$ cat src/hbdm_defs.svh
// constant definitions for the host bus dma master
`ifndef HBDM_DEFS_SVH
`define HBDM_DEFS_SVH

// ==========================================================
// widths and field positions
`define HBDM_AW        24
`define HBDM_DW        16
`define HBDM_CW        16
`define HBDM_EXT_MSB   23
`define HBDM_EXT_LSB   16
`define HBDM_MID_MSB   15
`define HBDM_MID_LSB   8
`define HBDM_LOW_MSB   7
`define HBDM_LOW_LSB   0
`define HBDM_LOW_BITS  8

// ==========================================================
// reset values and steps
`define HBDM_ADDR_RST  24'h000000
`define HBDM_CNT_RST   16'h0000
`define HBDM_DATA_RST  16'h0000
`define HBDM_BYTE_RST  8'h00
`define HBDM_CNT_ONE   16'h0001
`define HBDM_STEP_8    24'h000001
`define HBDM_STEP_16   24'h000002

// ==========================================================
// strobe levels, active low on the host bus
`define HBDM_STB_ON    1'b0
`define HBDM_STB_OFF   1'b1

`endif

$ cat src/hbdm_pkg.sv
// types shared by the host bus dma master
package hbdm_pkg;

	// ==========================================================
	// sequencer states
	typedef enum logic [3:0] {
		HBDM_IDLE = 4'b0000,
		HBDM_ARB  = 4'b0001,
		HBDM_REQD = 4'b0010,
		HBDM_REQ  = 4'b0011,
		HBDM_PRE  = 4'b0100,
		HBDM_TX   = 4'b0101,
		HBDM_T1   = 4'b0110,
		HBDM_T2   = 4'b0111,
		HBDM_T3   = 4'b1000,
		HBDM_T4   = 4'b1001,
		HBDM_I1   = 4'b1010,
		HBDM_I2   = 4'b1011
	} hbdm_state_t;

endpackage

$ cat src/hbdm_addr_step.sv
// address increment with carry out of the low address byte
`timescale 1ns/10ps
`default_nettype none
`include "hbdm_defs.svh"
module hbdm_addr_step (
	input  wire logic [`HBDM_AW-1:0] addr_in,
	input  wire logic                bus8_in,
	output logic      [`HBDM_AW-1:0] addr_next_out,
	output logic                     carry_low_out
);
	import hbdm_pkg::*;

	// ==========================================================
	// add and flag a carry past the low byte
	function automatic logic [`HBDM_AW:0] hbdm_add(input logic [`HBDM_AW-1:0] a,
		input logic [`HBDM_AW-1:0] s);
		hbdm_add = {1'b0, a} + {1'b0, s};
	endfunction

	logic [`HBDM_AW:0] sum;

	always_comb begin
		sum = hbdm_add(addr_in, bus8_in ? `HBDM_STEP_8 : `HBDM_STEP_16);
		addr_next_out = sum[`HBDM_AW-1:0];
		carry_low_out = (sum[`HBDM_AW-1:`HBDM_LOW_BITS] != addr_in[`HBDM_AW-1:`HBDM_LOW_BITS]);
	end

endmodule
`default_nettype wire

$ cat src/hbdm_master.sv
// host bus dma master: arbitration, transfer states and release
`timescale 1ns/10ps
`default_nettype none
`include "hbdm_defs.svh"
// Notes on behaviour
// - while owning the bus, the select input is ignored for slave access.
// - cycle-steal transfers always carry the extended address state.
// - burst inserts extended address on first transfer and low-byte carry.
// - without extended state, address and data strobes assert in state one.
// - extended state drives the top address byte on the high byte lines.
// - 8-bit separate strobe mode ignores the shared pin, drives it high in DMA.
// - 8-bit mode holds middle address byte on high lines through states 2-4.
// - strobes are driven high from the extended state of the first transfer until first asserted.
// - separate strobe mode drops request on edge after last state four.
// - data strobe mode drops request in state two of first transfer.
// - request rises on the second edge after sampling grant low.
// - data strobe mode never checks that acknowledge was removed.
// - release request is ignored when the bus is not owned.
// - release while owned finishes the started cycle, then frees the bus.
// - release with no transfer started frees the bus without a transfer.
// - release before state one makes this cycle the last one.
// - release after state one allows this cycle and one more.
// - the request is removed in the exchange idle state.
// - owned flag rises cycle before first state, falls second cycle after four.
// - a bus error completes the transfer without acknowledge, then releases.
// - after a bus error all host and LAN side DMA halts.
// - bus error is ignored outside DMA transfer states.
module hbdm_master (
	input  wire logic                clk_sys_in,
	input  wire logic                sys_rst_in,
	input  wire logic                dma_start_in,
	input  wire logic [`HBDM_AW-1:0] start_addr_in,
	input  wire logic [`HBDM_CW-1:0] xfer_count_in,
	input  wire logic                dir_write_in,
	input  wire logic                burst_mode_in,
	input  wire logic                sep_strobe_mode_in,
	input  wire logic                bus8_mode_in,
	input  wire logic [`HBDM_DW-1:0] wr_data_in,
	output logic      [`HBDM_DW-1:0] rd_data_out,
	output logic                     xfer_done_out,
	output logic                     dma_busy_out,
	output logic                     error_halt_out,
	output logic                     lan_dma_stop_out,
	input  wire logic                device_select_in,
	output logic                     slave_select_out,
	output logic                     bus_owned_out,
	output logic                     hold_request_out,
	input  wire logic                hold_grant_in,
	input  wire logic                transfer_ack_in,
	input  wire logic                release_request_in,
	input  wire logic                bus_error_in,
	input  wire logic [`HBDM_DW-1:0] ad_in,
	output logic      [`HBDM_LOW_MSB:0] addr_data_high_byte_out,
	output logic                     addr_data_high_byte_oe_out,
	output logic      [`HBDM_LOW_MSB:0] addr_data_low_byte_out,
	output logic                     addr_data_low_byte_oe_out,
	input  wire logic                high_byte_or_direction_in,
	output logic                     high_byte_or_direction_out,
	output logic                     high_byte_or_direction_oe_out,
	output logic                     memory_addr_strobe_n_out,
	output logic                     upper_data_strobe_n_out,
	output logic                     lower_data_strobe_n_out,
	output logic                     strobe_oe_out
);
	import hbdm_pkg::*;

	// ==========================================================
	// state
	hbdm_state_t            state_reg;
	hbdm_state_t            state_next;
	logic [`HBDM_AW-1:0]    addr_reg;
	logic [`HBDM_AW-1:0]    addr_step;
	logic [`HBDM_AW-1:0]    addr_cur;
	logic                   carry_low;
	logic [`HBDM_CW-1:0]    left_reg;
	logic                   first_reg;
	logic                   rel_last_reg;
	logic                   rel_extra_reg;
	logic                   err_seen_reg;
	logic                   halt_reg;
	logic                   owned_next;
	logic                   stb_next;
	logic                   in_xfer;
	logic                   want_tx;
	logic                   stop_now;

	hbdm_addr_step u_step (
		.addr_in       (addr_reg),
		.bus8_in       (bus8_mode_in),
		.addr_next_out (addr_step),
		.carry_low_out (carry_low)
	);

	assign in_xfer = (state_reg >= HBDM_TX) && (state_reg <= HBDM_T4);
	assign addr_cur = (state_reg == HBDM_T4) ? addr_step : addr_reg; // register steps on that edge
	assign want_tx = !burst_mode_in || carry_low;
	assign stop_now = halt_reg || err_seen_reg || bus_error_in || rel_last_reg ||
		(left_reg == `HBDM_CNT_ONE);

	// ==========================================================
	// sequencer
	always_comb begin
		state_next = state_reg;
		case (state_reg)
			HBDM_IDLE: begin
				if (dma_start_in && !halt_reg && (xfer_count_in != `HBDM_CNT_RST)) begin
					state_next = HBDM_ARB;
				end
			end
			HBDM_ARB: begin
				if (!hold_grant_in) begin // grant low first, also after release
					state_next = HBDM_REQD;
				end
			end
			HBDM_REQD: state_next = HBDM_REQ;
			HBDM_REQ: begin
				if (hold_grant_in) begin
					state_next = HBDM_PRE;
				end
			end
			HBDM_PRE: begin
				if (release_request_in) begin
					state_next = HBDM_I1;
				end else begin
					state_next = HBDM_TX; // first transfer always extended
				end
			end
			HBDM_TX: state_next = HBDM_T1;
			HBDM_T1: state_next = HBDM_T2;
			HBDM_T2: state_next = HBDM_T3;
			HBDM_T3: begin
				if (transfer_ack_in || bus_error_in || err_seen_reg) begin
					state_next = HBDM_T4;
				end
			end
			HBDM_T4: begin
				if (stop_now) begin // no wait for acknowledge removal
					state_next = HBDM_I1;
				end else if (want_tx) begin
					state_next = HBDM_TX;
				end else begin
					state_next = HBDM_T1;
				end
			end
			HBDM_I1: state_next = HBDM_I2;
			HBDM_I2: state_next = HBDM_IDLE;
			default: state_next = HBDM_IDLE;
		endcase
	end

	always_ff @(posedge clk_sys_in) begin
		if (sys_rst_in) begin
			state_reg <= HBDM_IDLE;
		end else begin
			state_reg <= state_next;
		end
	end

	// ==========================================================
	// address, count and first-transfer tracking
	always_ff @(posedge clk_sys_in) begin
		if (sys_rst_in) begin
			addr_reg <= `HBDM_ADDR_RST;
			left_reg <= `HBDM_CNT_RST;
			first_reg <= 1'b0;
		end else if (state_reg == HBDM_IDLE && state_next == HBDM_ARB) begin
			addr_reg <= start_addr_in;
			left_reg <= xfer_count_in;
			first_reg <= 1'b1;
		end else if (state_reg == HBDM_T4) begin
			addr_reg <= addr_step;
			left_reg <= left_reg - `HBDM_CNT_ONE;
			first_reg <= 1'b0;
		end
	end

	// ==========================================================
	// release handling
	always_ff @(posedge clk_sys_in) begin
		if (sys_rst_in || state_reg == HBDM_IDLE) begin
			rel_last_reg <= 1'b0;
			rel_extra_reg <= 1'b0;
		end else if (bus_owned_out) begin
			if (release_request_in && state_reg == HBDM_TX) begin
				rel_last_reg <= 1'b1;
			end else if (state_reg == HBDM_T4 && (rel_extra_reg || release_request_in)) begin
				rel_last_reg <= 1'b1;
				rel_extra_reg <= 1'b0;
			end else if (release_request_in && in_xfer && !rel_last_reg) begin
				rel_extra_reg <= 1'b1;
			end
		end
	end

	// ==========================================================
	// bus error; halts everything until reset
	always_ff @(posedge clk_sys_in) begin
		if (sys_rst_in) begin
			err_seen_reg <= 1'b0;
			halt_reg <= 1'b0;
		end else begin
			if (in_xfer && bus_error_in) begin
				err_seen_reg <= 1'b1;
			end else if (state_reg == HBDM_I2) begin
				err_seen_reg <= 1'b0;
			end
			if ((in_xfer && bus_error_in) || err_seen_reg) begin
				halt_reg <= 1'b1;
			end
		end
	end

	// ==========================================================
	// arbitration and ownership pins
	assign owned_next = (state_next >= HBDM_PRE) && (state_next <= HBDM_I1);

	always_ff @(posedge clk_sys_in) begin
		if (sys_rst_in) begin
			bus_owned_out <= 1'b0;
			hold_request_out <= 1'b0;
			slave_select_out <= 1'b0;
		end else begin
			bus_owned_out <= owned_next;
			slave_select_out <= device_select_in && !owned_next;
			if (state_next == HBDM_REQ) begin
				hold_request_out <= 1'b1;
			end else if (state_next == HBDM_I1 || state_next == HBDM_IDLE) begin
				hold_request_out <= 1'b0;
			end else if (!sep_strobe_mode_in && state_next == HBDM_T2 && first_reg) begin
				hold_request_out <= 1'b0;
			end
		end
	end

	// ==========================================================
	// strobes; no extended state means assertion already in state one
	assign stb_next = (state_next == HBDM_T2) || (state_next == HBDM_T3) ||
		(state_next == HBDM_T1 && state_reg != HBDM_TX);

	always_ff @(posedge clk_sys_in) begin
		if (sys_rst_in) begin
			memory_addr_strobe_n_out <= `HBDM_STB_OFF;
			upper_data_strobe_n_out <= `HBDM_STB_OFF;
			lower_data_strobe_n_out <= `HBDM_STB_OFF;
			strobe_oe_out <= 1'b0;
		end else begin
			strobe_oe_out <= owned_next && (state_next != HBDM_PRE); // high until asserted
			memory_addr_strobe_n_out <= stb_next ? `HBDM_STB_ON : `HBDM_STB_OFF;
			upper_data_strobe_n_out <= (stb_next && !bus8_mode_in) ? `HBDM_STB_ON :
				`HBDM_STB_OFF;
			lower_data_strobe_n_out <= stb_next ? `HBDM_STB_ON : `HBDM_STB_OFF;
		end
	end

	// ==========================================================
	// address and data lines
	always_ff @(posedge clk_sys_in) begin
		if (sys_rst_in) begin
			addr_data_high_byte_out <= `HBDM_BYTE_RST;
			addr_data_low_byte_out <= `HBDM_BYTE_RST;
			addr_data_high_byte_oe_out <= 1'b0;
			addr_data_low_byte_oe_out <= 1'b0;
		end else begin
			case (state_next)
				HBDM_TX: begin
					addr_data_high_byte_out <= addr_cur[`HBDM_EXT_MSB:`HBDM_EXT_LSB];
					addr_data_high_byte_oe_out <= 1'b1;
					addr_data_low_byte_oe_out <= 1'b0;
				end
				HBDM_T1: begin
					addr_data_high_byte_out <= addr_cur[`HBDM_MID_MSB:`HBDM_MID_LSB];
					addr_data_low_byte_out <= addr_cur[`HBDM_LOW_MSB:`HBDM_LOW_LSB];
					addr_data_high_byte_oe_out <= 1'b1;
					addr_data_low_byte_oe_out <= 1'b1;
				end
				HBDM_T2, HBDM_T3, HBDM_T4: begin
					addr_data_high_byte_out <= bus8_mode_in ? // 8-bit keeps address
						addr_reg[`HBDM_MID_MSB:`HBDM_MID_LSB] : wr_data_in[`HBDM_MID_MSB:`HBDM_MID_LSB];
					addr_data_low_byte_out <= wr_data_in[`HBDM_LOW_MSB:`HBDM_LOW_LSB];
					addr_data_high_byte_oe_out <= bus8_mode_in || dir_write_in;
					addr_data_low_byte_oe_out <= dir_write_in;
				end
				default: begin
					addr_data_high_byte_oe_out <= 1'b0;
					addr_data_low_byte_oe_out <= 1'b0;
				end
			endcase
		end
	end

	// ==========================================================
	// shared byte-enable / direction pin
	always_ff @(posedge clk_sys_in) begin
		if (sys_rst_in) begin
			high_byte_or_direction_out <= 1'b1;
			high_byte_or_direction_oe_out <= 1'b0;
		end else begin
			high_byte_or_direction_oe_out <= owned_next;
			if (sep_strobe_mode_in) begin
				high_byte_or_direction_out <= bus8_mode_in;
			end else begin
				high_byte_or_direction_out <= !dir_write_in;
			end
		end
	end

	// ==========================================================
	// user side results
	always_ff @(posedge clk_sys_in) begin
		if (sys_rst_in) begin
			rd_data_out <= `HBDM_DATA_RST;
			xfer_done_out <= 1'b0;
			dma_busy_out <= 1'b0;
			error_halt_out <= 1'b0;
			lan_dma_stop_out <= 1'b0;
		end else begin
			xfer_done_out <= (state_reg == HBDM_T3) && (state_next == HBDM_T4);
			if (state_reg == HBDM_T3 && state_next == HBDM_T4 && !dir_write_in) begin
				rd_data_out <= ad_in;
			end
			dma_busy_out <= (state_next != HBDM_IDLE);
			error_halt_out <= halt_reg;
			lan_dma_stop_out <= halt_reg;
		end
	end

	// ==========================================================
	// checks
	chk_select_blocked: assert property (@(posedge clk_sys_in) disable iff (sys_rst_in)
		bus_owned_out |-> !slave_select_out)
		else $error("slave select seen while bus owned");
	chk_steal_ext: assert property (@(posedge clk_sys_in) disable iff (sys_rst_in)
		(state_reg == HBDM_T4 && !burst_mode_in && !stop_now) |=> state_reg == HBDM_TX)
		else $error("cycle steal transfer without extended state");
	chk_burst_noext: assert property (@(posedge clk_sys_in) disable iff (sys_rst_in)
		(state_reg == HBDM_T4 && burst_mode_in && !carry_low && !stop_now)
		|=> state_reg == HBDM_T1)
		else $error("burst inserted extended state without carry");
	chk_t1_strobe: assert property (@(posedge clk_sys_in) disable iff (sys_rst_in)
		(state_reg == HBDM_T4 && state_next == HBDM_T1) |=> !memory_addr_strobe_n_out)
		else $error("address strobe not asserted in state one");
	chk_ext_byte: assert property (@(posedge clk_sys_in) disable iff (sys_rst_in)
		(state_next == HBDM_TX) |=> (addr_data_high_byte_oe_out &&
		addr_data_high_byte_out == addr_reg[`HBDM_EXT_MSB:`HBDM_EXT_LSB]))
		else $error("extended address byte missing");
	chk_req_delay: assert property (@(posedge clk_sys_in) disable iff (sys_rst_in)
		(state_reg == HBDM_ARB && !hold_grant_in) |-> ##2 hold_request_out)
		else $error("request not raised two edges after grant low");
	chk_req_drop: assert property (@(posedge clk_sys_in) disable iff (sys_rst_in)
		(state_reg == HBDM_I1) |-> !hold_request_out)
		else $error("request held in exchange idle");
	chk_owned_fall: assert property (@(posedge clk_sys_in) disable iff (sys_rst_in)
		(state_reg == HBDM_T4 && state_next == HBDM_I1) |=> bus_owned_out ##1 !bus_owned_out)
		else $error("owned flag not dropped two cycles after state four");
	chk_err_release: assert property (@(posedge clk_sys_in) disable iff (sys_rst_in)
		(state_reg == HBDM_T3 && bus_error_in) |=> state_reg == HBDM_T4 ##1 state_reg == HBDM_I1)
		else $error("bus error did not complete and release");
	chk_err_halt: assert property (@(posedge clk_sys_in) disable iff (sys_rst_in)
		(in_xfer && bus_error_in) |-> ##2 (halt_reg && !(state_reg == HBDM_ARB)))
		else $error("bus error did not halt dma");

endmodule
`default_nettype wire

$ cat config.mk
export PLATFORM = sky130hd
export DESIGN_NAME = hbdm_master
export DESIGN_NICKNAME = d
export VERILOG_FILES = /design/src/hbdm_pkg.sv /design/src/hbdm_addr_step.sv /design/src/hbdm_master.sv
export VERILOG_INCLUDE_DIRS = /design/src
export SDC_FILE = /design/constraint.sdc
export NUM_CORES = 1
export LEC_CHECK = 0
export BUFFER_PORTS_ARGS = -buffer_cell sky130_fd_sc_hd__buf_4
export CAP_MARGIN = 20
export CORE_MARGIN = 3
export CORE_UTILIZATION = 59
export CTS_BUF_LIST = sky130_fd_sc_hd__clkbuf_2 sky130_fd_sc_hd__clkbuf_4 sky130_fd_sc_hd__clkbuf_8
export CTS_CLUSTER_DIAMETER = 40
export DETAILED_ROUTE_END_ITERATION = 8
export HOLD_SLACK_MARGIN = 0.06
export PLACE_DENSITY = 0.88
export SYNTH_ARGS = -nofsm -noshare
export SYNTH_HDL_FRONTEND = slang
export SYNTH_SLANG_ARGS = --single-unit
$ cat constraint.sdc
create_clock -name clk_sys_in -period 8.12 [get_ports clk_sys_in]
set_input_delay 0.406 -clock clk_sys_in [delete_from_list [all_inputs] [get_ports clk_sys_in]]
set_output_delay 0.406 -clock clk_sys_in [all_outputs]
set_load 0.02 [all_outputs]
==> impl_metrics.yaml, run 1 <==
cells_and_area:
  nFillCells: 586
  layout.nets: 798
  area.sequential_sq_mm: 0.00186
  multi_input_area_sq_mm: 0.00274
  syn_to_final_growth_pct: 23.8
  num_antenna_cells: 0
  drive_above_1_share_pct: 24.7
  largest_reg_flops: 24
sta:
  slew_headroom_pct: 38.9
  fin_crit_sh_pct: 39.1
  rsz0062_at_grt: "no"
  worst_pin_slew_ps: 916
  fin_tns_setup_ps: 0
  slew_violations: 0
  fin_crit_ps: 3170
  fin_skew_ps: 15.7
  setup_viol: 0
  whs_ps: 283
  fmaxAchievable_mhz: 315
  finalHoldViolCount: 0
detailed_routing:
  dr.pass1.iters: 8
  antenna_left: 0
  wl_um: 13400
  avgRoutedWirePerCell_um: 16.5
  drt-initial-drc-count: 367
  remaining_drc_errors: 0
  via_count: 4954
  vias_per_cell: 6.08
synthesis:
  postSynthNetCount: 698
  synth_area_leaders: "dfxtp_1 38%, nand2_1 7.1%, nor2_1 6.0%"
  syn_inst: 608
  yosys.area.top_type: "dfxtp_1"
  async_flop_share_pct: 0
  synth_most_common_cell: "dfxtp_1"
  synth_top_area_share_pct: 38.4
  yosys_warnings: 0
  synth_edf_count: 0
  seq_area_frac_synth_pct: 38.4
  ys_ff_latch: 93
  ys.flop_type: "dfxtp_1"
  ys_types: 67
  synthTopCellsByCount: "93 x dfxtp_1, 92 x nand2_1, 77 x nor2_1"
  syn_avg_cell_area_sq_um: 7.98
  synth_area_sq_mm: 0.00485
place:
  dpl.hpwl_um: 9720
  port_buffers: 130
  gp_congestion: 0.929
die:
  dieWidth_um: 96.7
  start_util_pct: 61.8
  fp.dieH_um: 96.7
  core_area_sq_mm: 0.00785
  die_area_sq_mm: 0.00935
  rows: 32
  ioPinCount: 132
worst_setup_path:
  critPathKind: "flip-flop to flip-flop"
  critPathArrivalTime_ps: 3390
  path_max_fanout: 18
  startpoint_type: "flip-flop"
  worstSetupEndpointType: "flip-flop"
  critPathRequiredTime_ps: 8330
run:
  maxCapViolations: 0
grt:
  antenna_found_initial: 0
  grt_pass1_wl_um: 21700
  overflow: 0
  track_usage_pct: 27.6
  grt_max_degree: 92
  grt_pass1_vias: 4599
cts:
  root_buffer: "clkbuf_8"
  htree_levels: 3
  clkSinkCount: 93
  post_cts_buffers: 0
  worstSkewPairLatency_ps: 360
  holdBufCountCts: 0
  cts_resized: 0
  cts_buffers: 9
  cts_tree: "done"
  cts_buffer_depth: 2
  clk_pin_slew_ps: 100
pwr:
  ir_drop_mv: 0.172
  p_per_area_mw_per_mm2: 361
  leakage_nw: 2.35
hold_path:
  hold_path.class: "input pin to flip-flop"
outcome:
  status: "finished, final reports clean"
==> worst max-delay path: stages, from the launching register on <==
cell	delay, ps
dfxtp_1	640
nand4bb_1	750
a21oi_1	430
or3_1	520
nand2b_1	330
o221ai_1	260
a21oi_1	90
==> cell type report <==
class	count	share of cell area, %
Clock inverter	6	1.56
Multi-Input combinational cell	460	45.6
Inverter	9	0.563
Timing Repair Buffer	135	16.9
Tap cell	102	2.13
Sequential cell	93	31.0
Clock buffer	10	2.19
==> layer usage <==
layer,vias up,track usage [%],wire (um)
li1,2374,-,-
met5,-,0,0
met4,0,12.0,476
met1,2274,35.7,5500
met2,262,45.3,6410
met3,44,4.54,1030
==> cells by family (layout without fill, tap and decap cells) <==
| kind of cell | count (synthesis) | in the layout | synth area share [%] |
|---|---|---|---|
| buf+inv | 55 | 160 | 5.29 |
| simple gates | 272 | 272 | 26.6 |
| fa+ha+maj | 5 | 5 | 1.44 |
| compound gates | 139 | 139 | 19.8 |
| xor+xnor | 32 | 32 | 5.78 |
| mux | 12 | 12 | 2.71 |
| flops | 93 | 93 | 38.4 |
==> final timing paths <==
path / start / end / slack [ps] / cells past startpoint
worst max-delay path: state_reg[0]$_SDFF_PP0_ / addr_data_low_byte_out[7]$_SDFFE_PP0N_ / 4950 / 6
worst min-delay path: ad_in[9] / rd_data_out[9]$_SDFFE_PP0P_ / 280 / 3
worst min register to register: rd_data_out[14]$_SDFFE_PP0P_ / rd_data_out[14]$_SDFFE_PP0P_ / 460 / 2
worst max register to register: state_reg[0]$_SDFF_PP0_ / addr_data_low_byte_out[7]$_SDFFE_PP0N_ / 4950 / 6
==> per-stage QoR <==
stage | instances | utilization [%] | area, sq um | setup WS [ps] | power (mW)
6_report | 815 | 76.5 | 6000 | 4950 | 2.17
5_1_grt | 815 | 76.5 | 6000 | 4640 | 2.31
4_1_cts | 813 | 76.3 | 5980 | 5020 | 2.15
3_5_place_dp | 797 | 73.4 | 5760 | 4840 | 1.80
3_3_place_gp | 797 | 73.4 | 5760 | 4900 | 1.75
2_1_floorplan | 608 | - | 4850 | 5230 | 1.53
==> cells in the final DEF (no fill, tap or decap), types with 3 or more instances in the layout <==
| cell type | instances |
|---|---|
| nor3_1 | 20 |
| inv_1 | 9 |
| buf_4 | 133 |
| nand2b_1 | 6 |
| o21ai_0 | 15 |
| a31oi_1 | 3 |
| nand2_1 | 92 |
| nand4_1 | 11 |
| or2_2 | 4 |
| o221ai_1 | 8 |
| nor4_1 | 11 |
| nor2_1 | 77 |
| or4_1 | 4 |
| nand3_1 | 15 |
| a21oi_1 | 42 |
| dfxtp_1 | 93 |
| nor3b_1 | 3 |
| o22ai_1 | 3 |
| mux2_2 | 9 |
| nor2b_1 | 6 |
| and3_1 | 5 |
| xor2_1 | 17 |
| xnor2_1 | 15 |
| o211ai_1 | 6 |
| ha_1 | 4 |
| a211oi_1 | 33 |
| clkbuf_8 | 10 |
| a311oi_1 | 6 |
| mux2i_1 | 3 |
==> power breakdown <==
group	internal, mW	switching, mW	total (mW)
Sequential	0.598	0.158	0.755
Combinational	0.421	0.645	1.07
Clock	0.180	0.168	0.349
Total	1.20	0.971	2.17
Power figures use the tool's default switching activity.
==> run 2, diff against run 1 <==
- CORE_UTILIZATION: 59 -> 55
- PLACE_DENSITY: 0.88 -> 0.83
- clock period: 8.12 -> 3 ns (I/O delays scaled with it)
==> run 2 against run 1 <==
Combinational power grew to 2.9 times the previous value. Critical path type is now input pin to flip-flop. Sequential share of layout area shrank 1.9 points. Worst setup slack lost 4900 ps. Largest power group unchanged. Clock power rose to 2.5 times the previous value. Highest routed layer unchanged. Utilization is 0.13 points lower. Design area up 6.6%. Critical path depth grew 3. Cell count up 5.6%. Flip-flop and latch count stayed put. Clock-buffer cell count is 1 lower.
==> impl_metrics.yaml, run 2 (synthesis results as in run 1) <==
cts:
  clkSinkCount: 93
  cts_tree: "done"
  cts_buffer_depth: 2
  htree_levels: 3
  worstSkewPairLatency_ps: 370
  cts_buffers: 9
  clk_pin_slew_ps: 100
  root_buffer: "clkbuf_8"
sta:
  fin_crit_sh_pct: 98.8
  fin_skew_ps: 12.7
  rsz0062_at_grt: "no"
  slew_violations: 0
  fin_tns_setup_ps: 0
  fin_crit_ps: 2960
  fmaxAchievable_mhz: 337
  worst_slack_ps: 36.9
  slew_headroom_pct: 38.3
  worst_pin_slew_ps: 925
  setup_viol: 0
  finalHoldViolCount: 0
grt:
  use_met1_pct: 38.2
  grt_pass1_wl_um: 23500
  overflow: 0
  antenna_found_initial: 0
  track_usage_pct: 28.9
  grt_use_met3_pct: 3.89
  grt.busiest_layer: "met2"
  grt_max_degree: 92
  grt_pass1_vias: 4848
  grt_use_met2_pct: 47.4
cells_and_area:
  layout_commonest_cell: "buf_4"
  nFillCells: 605
  final_cell_mix: "148 x buf_4, 92 x nand2_1, 90 x dfxtp_1"
  num_antenna_cells: 0
  drive_above_1_share_pct: 25.5
  layout.nets: 841
  largest_reg_flops: 24
  syn_to_final_growth_pct: 32.0
detailed_routing:
  wl_um: 14400
  antenna_left: 0
  avgRoutedWirePerCell_um: 16.7
  dr.pass1.iters: 5
  drt-initial-drc-count: 388
  via_count: 5128
  remaining_drc_errors: 0
  vias_per_cell: 5.96
place:
  dp_slack_ps: 134
  port_buffers: 130
  dpl.hpwl_um: 9710
  gp_congestion: 0.883
worst_setup_path:
  critPathArrivalTime_ps: 3210
  worstSetupEndpointType: "flip-flop"
  path_max_fanout: 18
  critPathKind: "input pin to flip-flop"
  startpoint_type: "input pin"
  critPathRequiredTime_ps: 3250
die:
  die_area_sq_mm: 0.00998
  ioPinCount: 132
  fp.dieH_um: 99.9
  dieWidth_um: 99.9
  start_util_pct: 57.9
  rows: 33
  core_area_sq_mm: 0.00838
pwr:
  leakage_nw: 2.52
  p_per_area_mw_per_mm2: 934
  ir_drop_mv: 0.441
run:
  maxCapViolations: 0
outcome:
  status: "finished, final reports clean"
hold_path:
  hold_path.class: "input pin to flip-flop"
==> run 2: cell types whose count changed in the layout (fill, tap and decap cells not counted), moves of 3 or more <==
cell           before  now
dfxtp_1            93   90
dfxtp_2             0    3
buf_4             133  148
dlygate4sd3_1       0   30
==> run 2: per-layer routing <==
metal / part of all wire (%) / vias to the layer above
met5: 0 / -
met4: 3.4 / 0
met3: 8.3 / 46
met2: 48 / 263
met1: 40 / 2366
li1: - / 2453
==> run 2: final cells by class <==
cell class,count,area (sq um),area share [%]
repair buffers,178,1410,22.0
flip-flops and latches,93,1870,29.1
multi-input cells,460,2750,42.9
inverters,9,33.8,0.528
well taps,105,131,2.05
clock inverters,7,86.3,1.35
clock buffers,9,124,1.94
==> run 2: through the flow <==
| step | cell area, sq um | hold slack, ps | std cells | util (%) | power, mW |
|---|---|---|---|---|---|
| 3_3_place_gp | 5880 | 393 | 815 | 70.1 | 4.86 |
| 3_5_place_dp | 5880 | 405 | 815 | 70.1 | 4.94 |
| 6_report | 6400 | 69.4 | 861 | 76.4 | 5.98 |
| 5_1_grt | 6400 | 67.1 | 861 | 76.4 | 6.37 |
| 2_1_floorplan | 4850 | 286 | 608 | - | 4.15 |
| 4_1_cts | 6390 | 62.4 | 861 | 76.2 | 5.88 |
==> run 2: what timing repair did <==
| item | CTS | global route |
|---|---|---|
| endpoints found under the setup margin | 0 | 12 |
| buffers inserted | 0 | 0 |
| hold endpoints to repair | 30 | 0 |
| gates resized for setup | 0 | 5 |
| hold buffers | 30 | 0 |
==> run 2: worst max-delay path: stages <==
cell and delay, ps:
dlygate4sd3_1 540, buf_4 140, nor4_1 410, nand4_1 200, and3_1 220, or4_4 570, o221ai_4 470, nand2_1 140
a311oi_1 370
==> run 2: where the power goes <==
part	switching (mW)	internal (mW)	total (mW)	leakage, nW
clock	0.483	0.404	0.888	0.104
combinational	1.79	1.26	3.05	1.66
sequential	0.420	1.62	2.04	0.762
total	2.69	3.29	5.98	2.52
==> run 2: path summary, 6_finish.rpt <==
| path | slack [ps] | startpoint | cells past startpoint | endpoint |
|---|---|---|---|---|
| worst max-delay path | 40 | xfer_count_in[1] | 9 | addr_data_high_byte_out[1]$_SDFFE_PP0P_ |
| worst min register to register | 460 | rd_data_out[11]$_SDFFE_PP0P_ | 2 | rd_data_out[11]$_SDFFE_PP0P_ |
| worst min-delay path | 70 | start_addr_in[7] | 3 | addr_reg[7]$_SDFF_PP0_ |
| worst max register to register | 180 | addr_reg[0]$_SDFF_PP0_ | 9 | addr_data_high_byte_out[1]$_SDFFE_PP0P_ |
==> run 3, diff against run 2 <==
--- a/config.mk
+++ b/config.mk
@@ -7,4 +7,5 @@
 export NUM_CORES = 1
 export LEC_CHECK = 0
+export ABC_CLOCK_PERIOD_IN_PS = 3000
 export BUFFER_PORTS_ARGS = -buffer_cell sky130_fd_sc_hd__buf_4
 export CAP_MARGIN = 20
@@ -13,4 +14,5 @@
 export CTS_BUF_LIST = sky130_fd_sc_hd__clkbuf_2 sky130_fd_sc_hd__clkbuf_4 sky130_fd_sc_hd__clkbuf_8
 export CTS_CLUSTER_DIAMETER = 40
+export CTS_CLUSTER_SIZE = 40
 export DETAILED_ROUTE_END_ITERATION = 8
 export HOLD_SLACK_MARGIN = 0.06
==> constraint.sdc (replaced) <==
create_clock -name clk_sys_in -period 3 [get_ports clk_sys_in]
set_input_delay 0.3 -clock clk_sys_in [delete_from_list [all_inputs] [get_ports clk_sys_in]]
set_output_delay 0.3 -clock clk_sys_in [all_outputs]
set_load 0.02 [all_outputs]
==> run 3 against run 2 <==
Critical path depth stayed put. Via count decreased by 2.2%. Die area stayed put. Clock skew fell by 2.5 ps. Clock-buffer cell count did not move. Sequential power about the same. Critical path type is now flip-flop to flip-flop. Critical endpoint is now addr_data_high_byte_out[6]$_SDFFE_PP0P_.
==> impl_metrics.yaml, run 3 (synthesis results as in run 1) <==
outcome:
  status: "finished, final reports clean"
cells_and_area:
  syn_to_final_growth_pct: 25.4
  layout.cells.non_filler: 833
  nFillCells: 648
  num_antenna_cells: 0
  layout.nets: 813
  final_cell_mix: "150 x buf_4, 92 x nand2_1, 92 x dfxtp_1"
  area.sequential_sq_mm: 0.00186
  drive_above_1_share_pct: 26.4
  stdcell_area_sq_mm: 0.00608
  multi_input_area_sq_mm: 0.00274
  largest_reg_flops: 24
  layout_commonest_cell: "buf_4"
  finish.utilization_pct: 72.5
sta:
  setup_viol: 0
  fmaxAchievable_mhz: 360
  fin_tns_setup_ps: 0
  worst_pin_slew_ps: 924
  whs_ps: 166
  rsz0062_at_grt: "no"
  fin_crit_sh_pct: 92.6
  slew_violations: 0
  slew_headroom_pct: 38.4
  fin_crit_ps: 2780
  fin_skew_ps: 10.2
  finalHoldViolCount: 0
  worst_slack_ps: 221
hold_path:
  min-delay-start: "ad_in[11]"
  hold_path.class: "input pin to flip-flop"
worst_setup_path:
  critPathArrivalTime_ps: 3050
  worstReg2RegStart: "addr_reg[0]$_SDFF_PP0_"
  critPathKind: "flip-flop to flip-flop"
  path_max_fanout: 8
  rr_endpoint: "addr_data_high_byte_out[6]$_SDFFE_PP0P_"
  critPathRequiredTime_ps: 3280
  worst_setup_path_endpoint: "addr_data_high_byte_out[6]$_SDFFE_PP0P_"
  timing.reg2reg.setup_slack_ps: 220
  startpoint_type: "flip-flop"
  worstSetupEndpointType: "flip-flop"
  reg2reg_depth: 9
  crit_start: "addr_reg[0]$_SDFF_PP0_"
run:
  maxCapViolations: 0
grt:
  grt_pass1_vias: 4655
  grt_max_degree: 92
  antenna_found_initial: 0
  grt_pass1_wl_um: 21800
  track_usage_pct: 26.6
  overflow: 0
detailed_routing:
  antenna_left: 0
  drt-initial-drc-count: 302
  dr.pass1.iters: 5
  vias_per_cell: 6.02
  remaining_drc_errors: 0
  via_count: 5014
  wl_um: 13700
  avgRoutedWirePerCell_um: 16.4
place:
  placed_cells: 817
  dp_slack_ps: 107
  port_buffers: 130
  dpl.hpwl_um: 9910
  dpl_cell_area_sq_mm: 0.00589
  gp_congestion: 0.940
cts:
  cts_tree: "done"
  htree_levels: 3
  post_cts_buffers: 0
  cts_buffer_depth: 2
  root_buffer: "clkbuf_8"
  clkSinkCount: 93
  holdBufCountCts: 0
  clk_pin_slew_ps: 100
  cts_buffers: 9
  worstSkewPairLatency_ps: 370
pwr:
  p_per_area_mw_per_mm2: 968
  leakage_nw: 2.39
  ir_drop_mv: 0.489
  finalPower_mw: 5.88
die:
  rows: 33
  fp.dieH_um: 99.9
  die_area_sq_mm: 0.00998
  core_area_sq_mm: 0.00838
  dieWidth_um: 99.9
  start_util_pct: 57.9
  ioPinCount: 132
[run 3: changes by cell type in the layout (fill, tap and decap cells not counted), moves of 2 or more]
| cell | change |
|---|---|
| dfxtp_2 | -2 |
| dlygate4sd3_1 | -30 |
| clkinvlp_4 | +2 |
| dfxtp_1 | +2 |
| buf_4 | +2 |
[run 3: per-layer routing]
layer / up-vias / wire length [um] / global-route usage (%)
met4: 0 / 408 / 10.3
met1: 2330 / 5750 / 34.9
met5: - / 0 / 0
li1: 2402 / - / -
met3: 39 / 1090 / 3.82
met2: 243 / 6410 / 44.4
[run 3: layout make-up]
| class | instances | area share, % |
|---|---|---|
| repair buffers | 150 | 18.5 |
| inverters | 9 | 0.556 |
| clock buffers | 9 | 2.04 |
| flip-flops and latches | 93 | 30.6 |
| multi-input cells | 460 | 45.0 |
| well taps | 105 | 2.16 |
| clock inverters | 7 | 1.07 |
[run 3: repair_timing]
action | 4_1_cts | 5_1_grt
endpoints found under the setup margin | 0 | 2
hold endpoints to repair | 0 | 0
resized for setup | 0 | 1
[run 3: how the worst min path moves through the flow]
stage / to / slack [ps] / cells past startpoint
finish: rd_data_out[11]$_SDFFE_PP0P_ / 170 / 3
global route: rd_data_out[4]$_SDFFE_PP0P_ / 170 / 3
CTS: rd_data_out[4]$_SDFFE_PP0P_ / 150 / 3
detailed placement: rd_data_out[0]$_SDFFE_PP0P_ / 450 / 2
global placement: rd_data_out[8]$_SDFFE_PP0P_ / 440 / 2
floorplan: addr_reg[17]$_SDFF_PP0_ / 440 / 2
[run 3: where the power goes]
part	switching [mW]	leakage [nW]	total (mW)	internal (mW)
Clock	0.505	0.0878	0.827	0.322
Sequential	0.428	0.761	2.05	1.62
Combinational	1.77	1.54	3.01	1.24
[run 3: critical path, stage by stage (launching register included)]
cell and delay (ps):
dfxtp_1 360, ha_1 220, fa_1 220, a21oi_1 50, a211o_1 340, and3_1 210
or3_1 510, o2bb2ai_2 430, nor2_1 90, a311oi_1 250
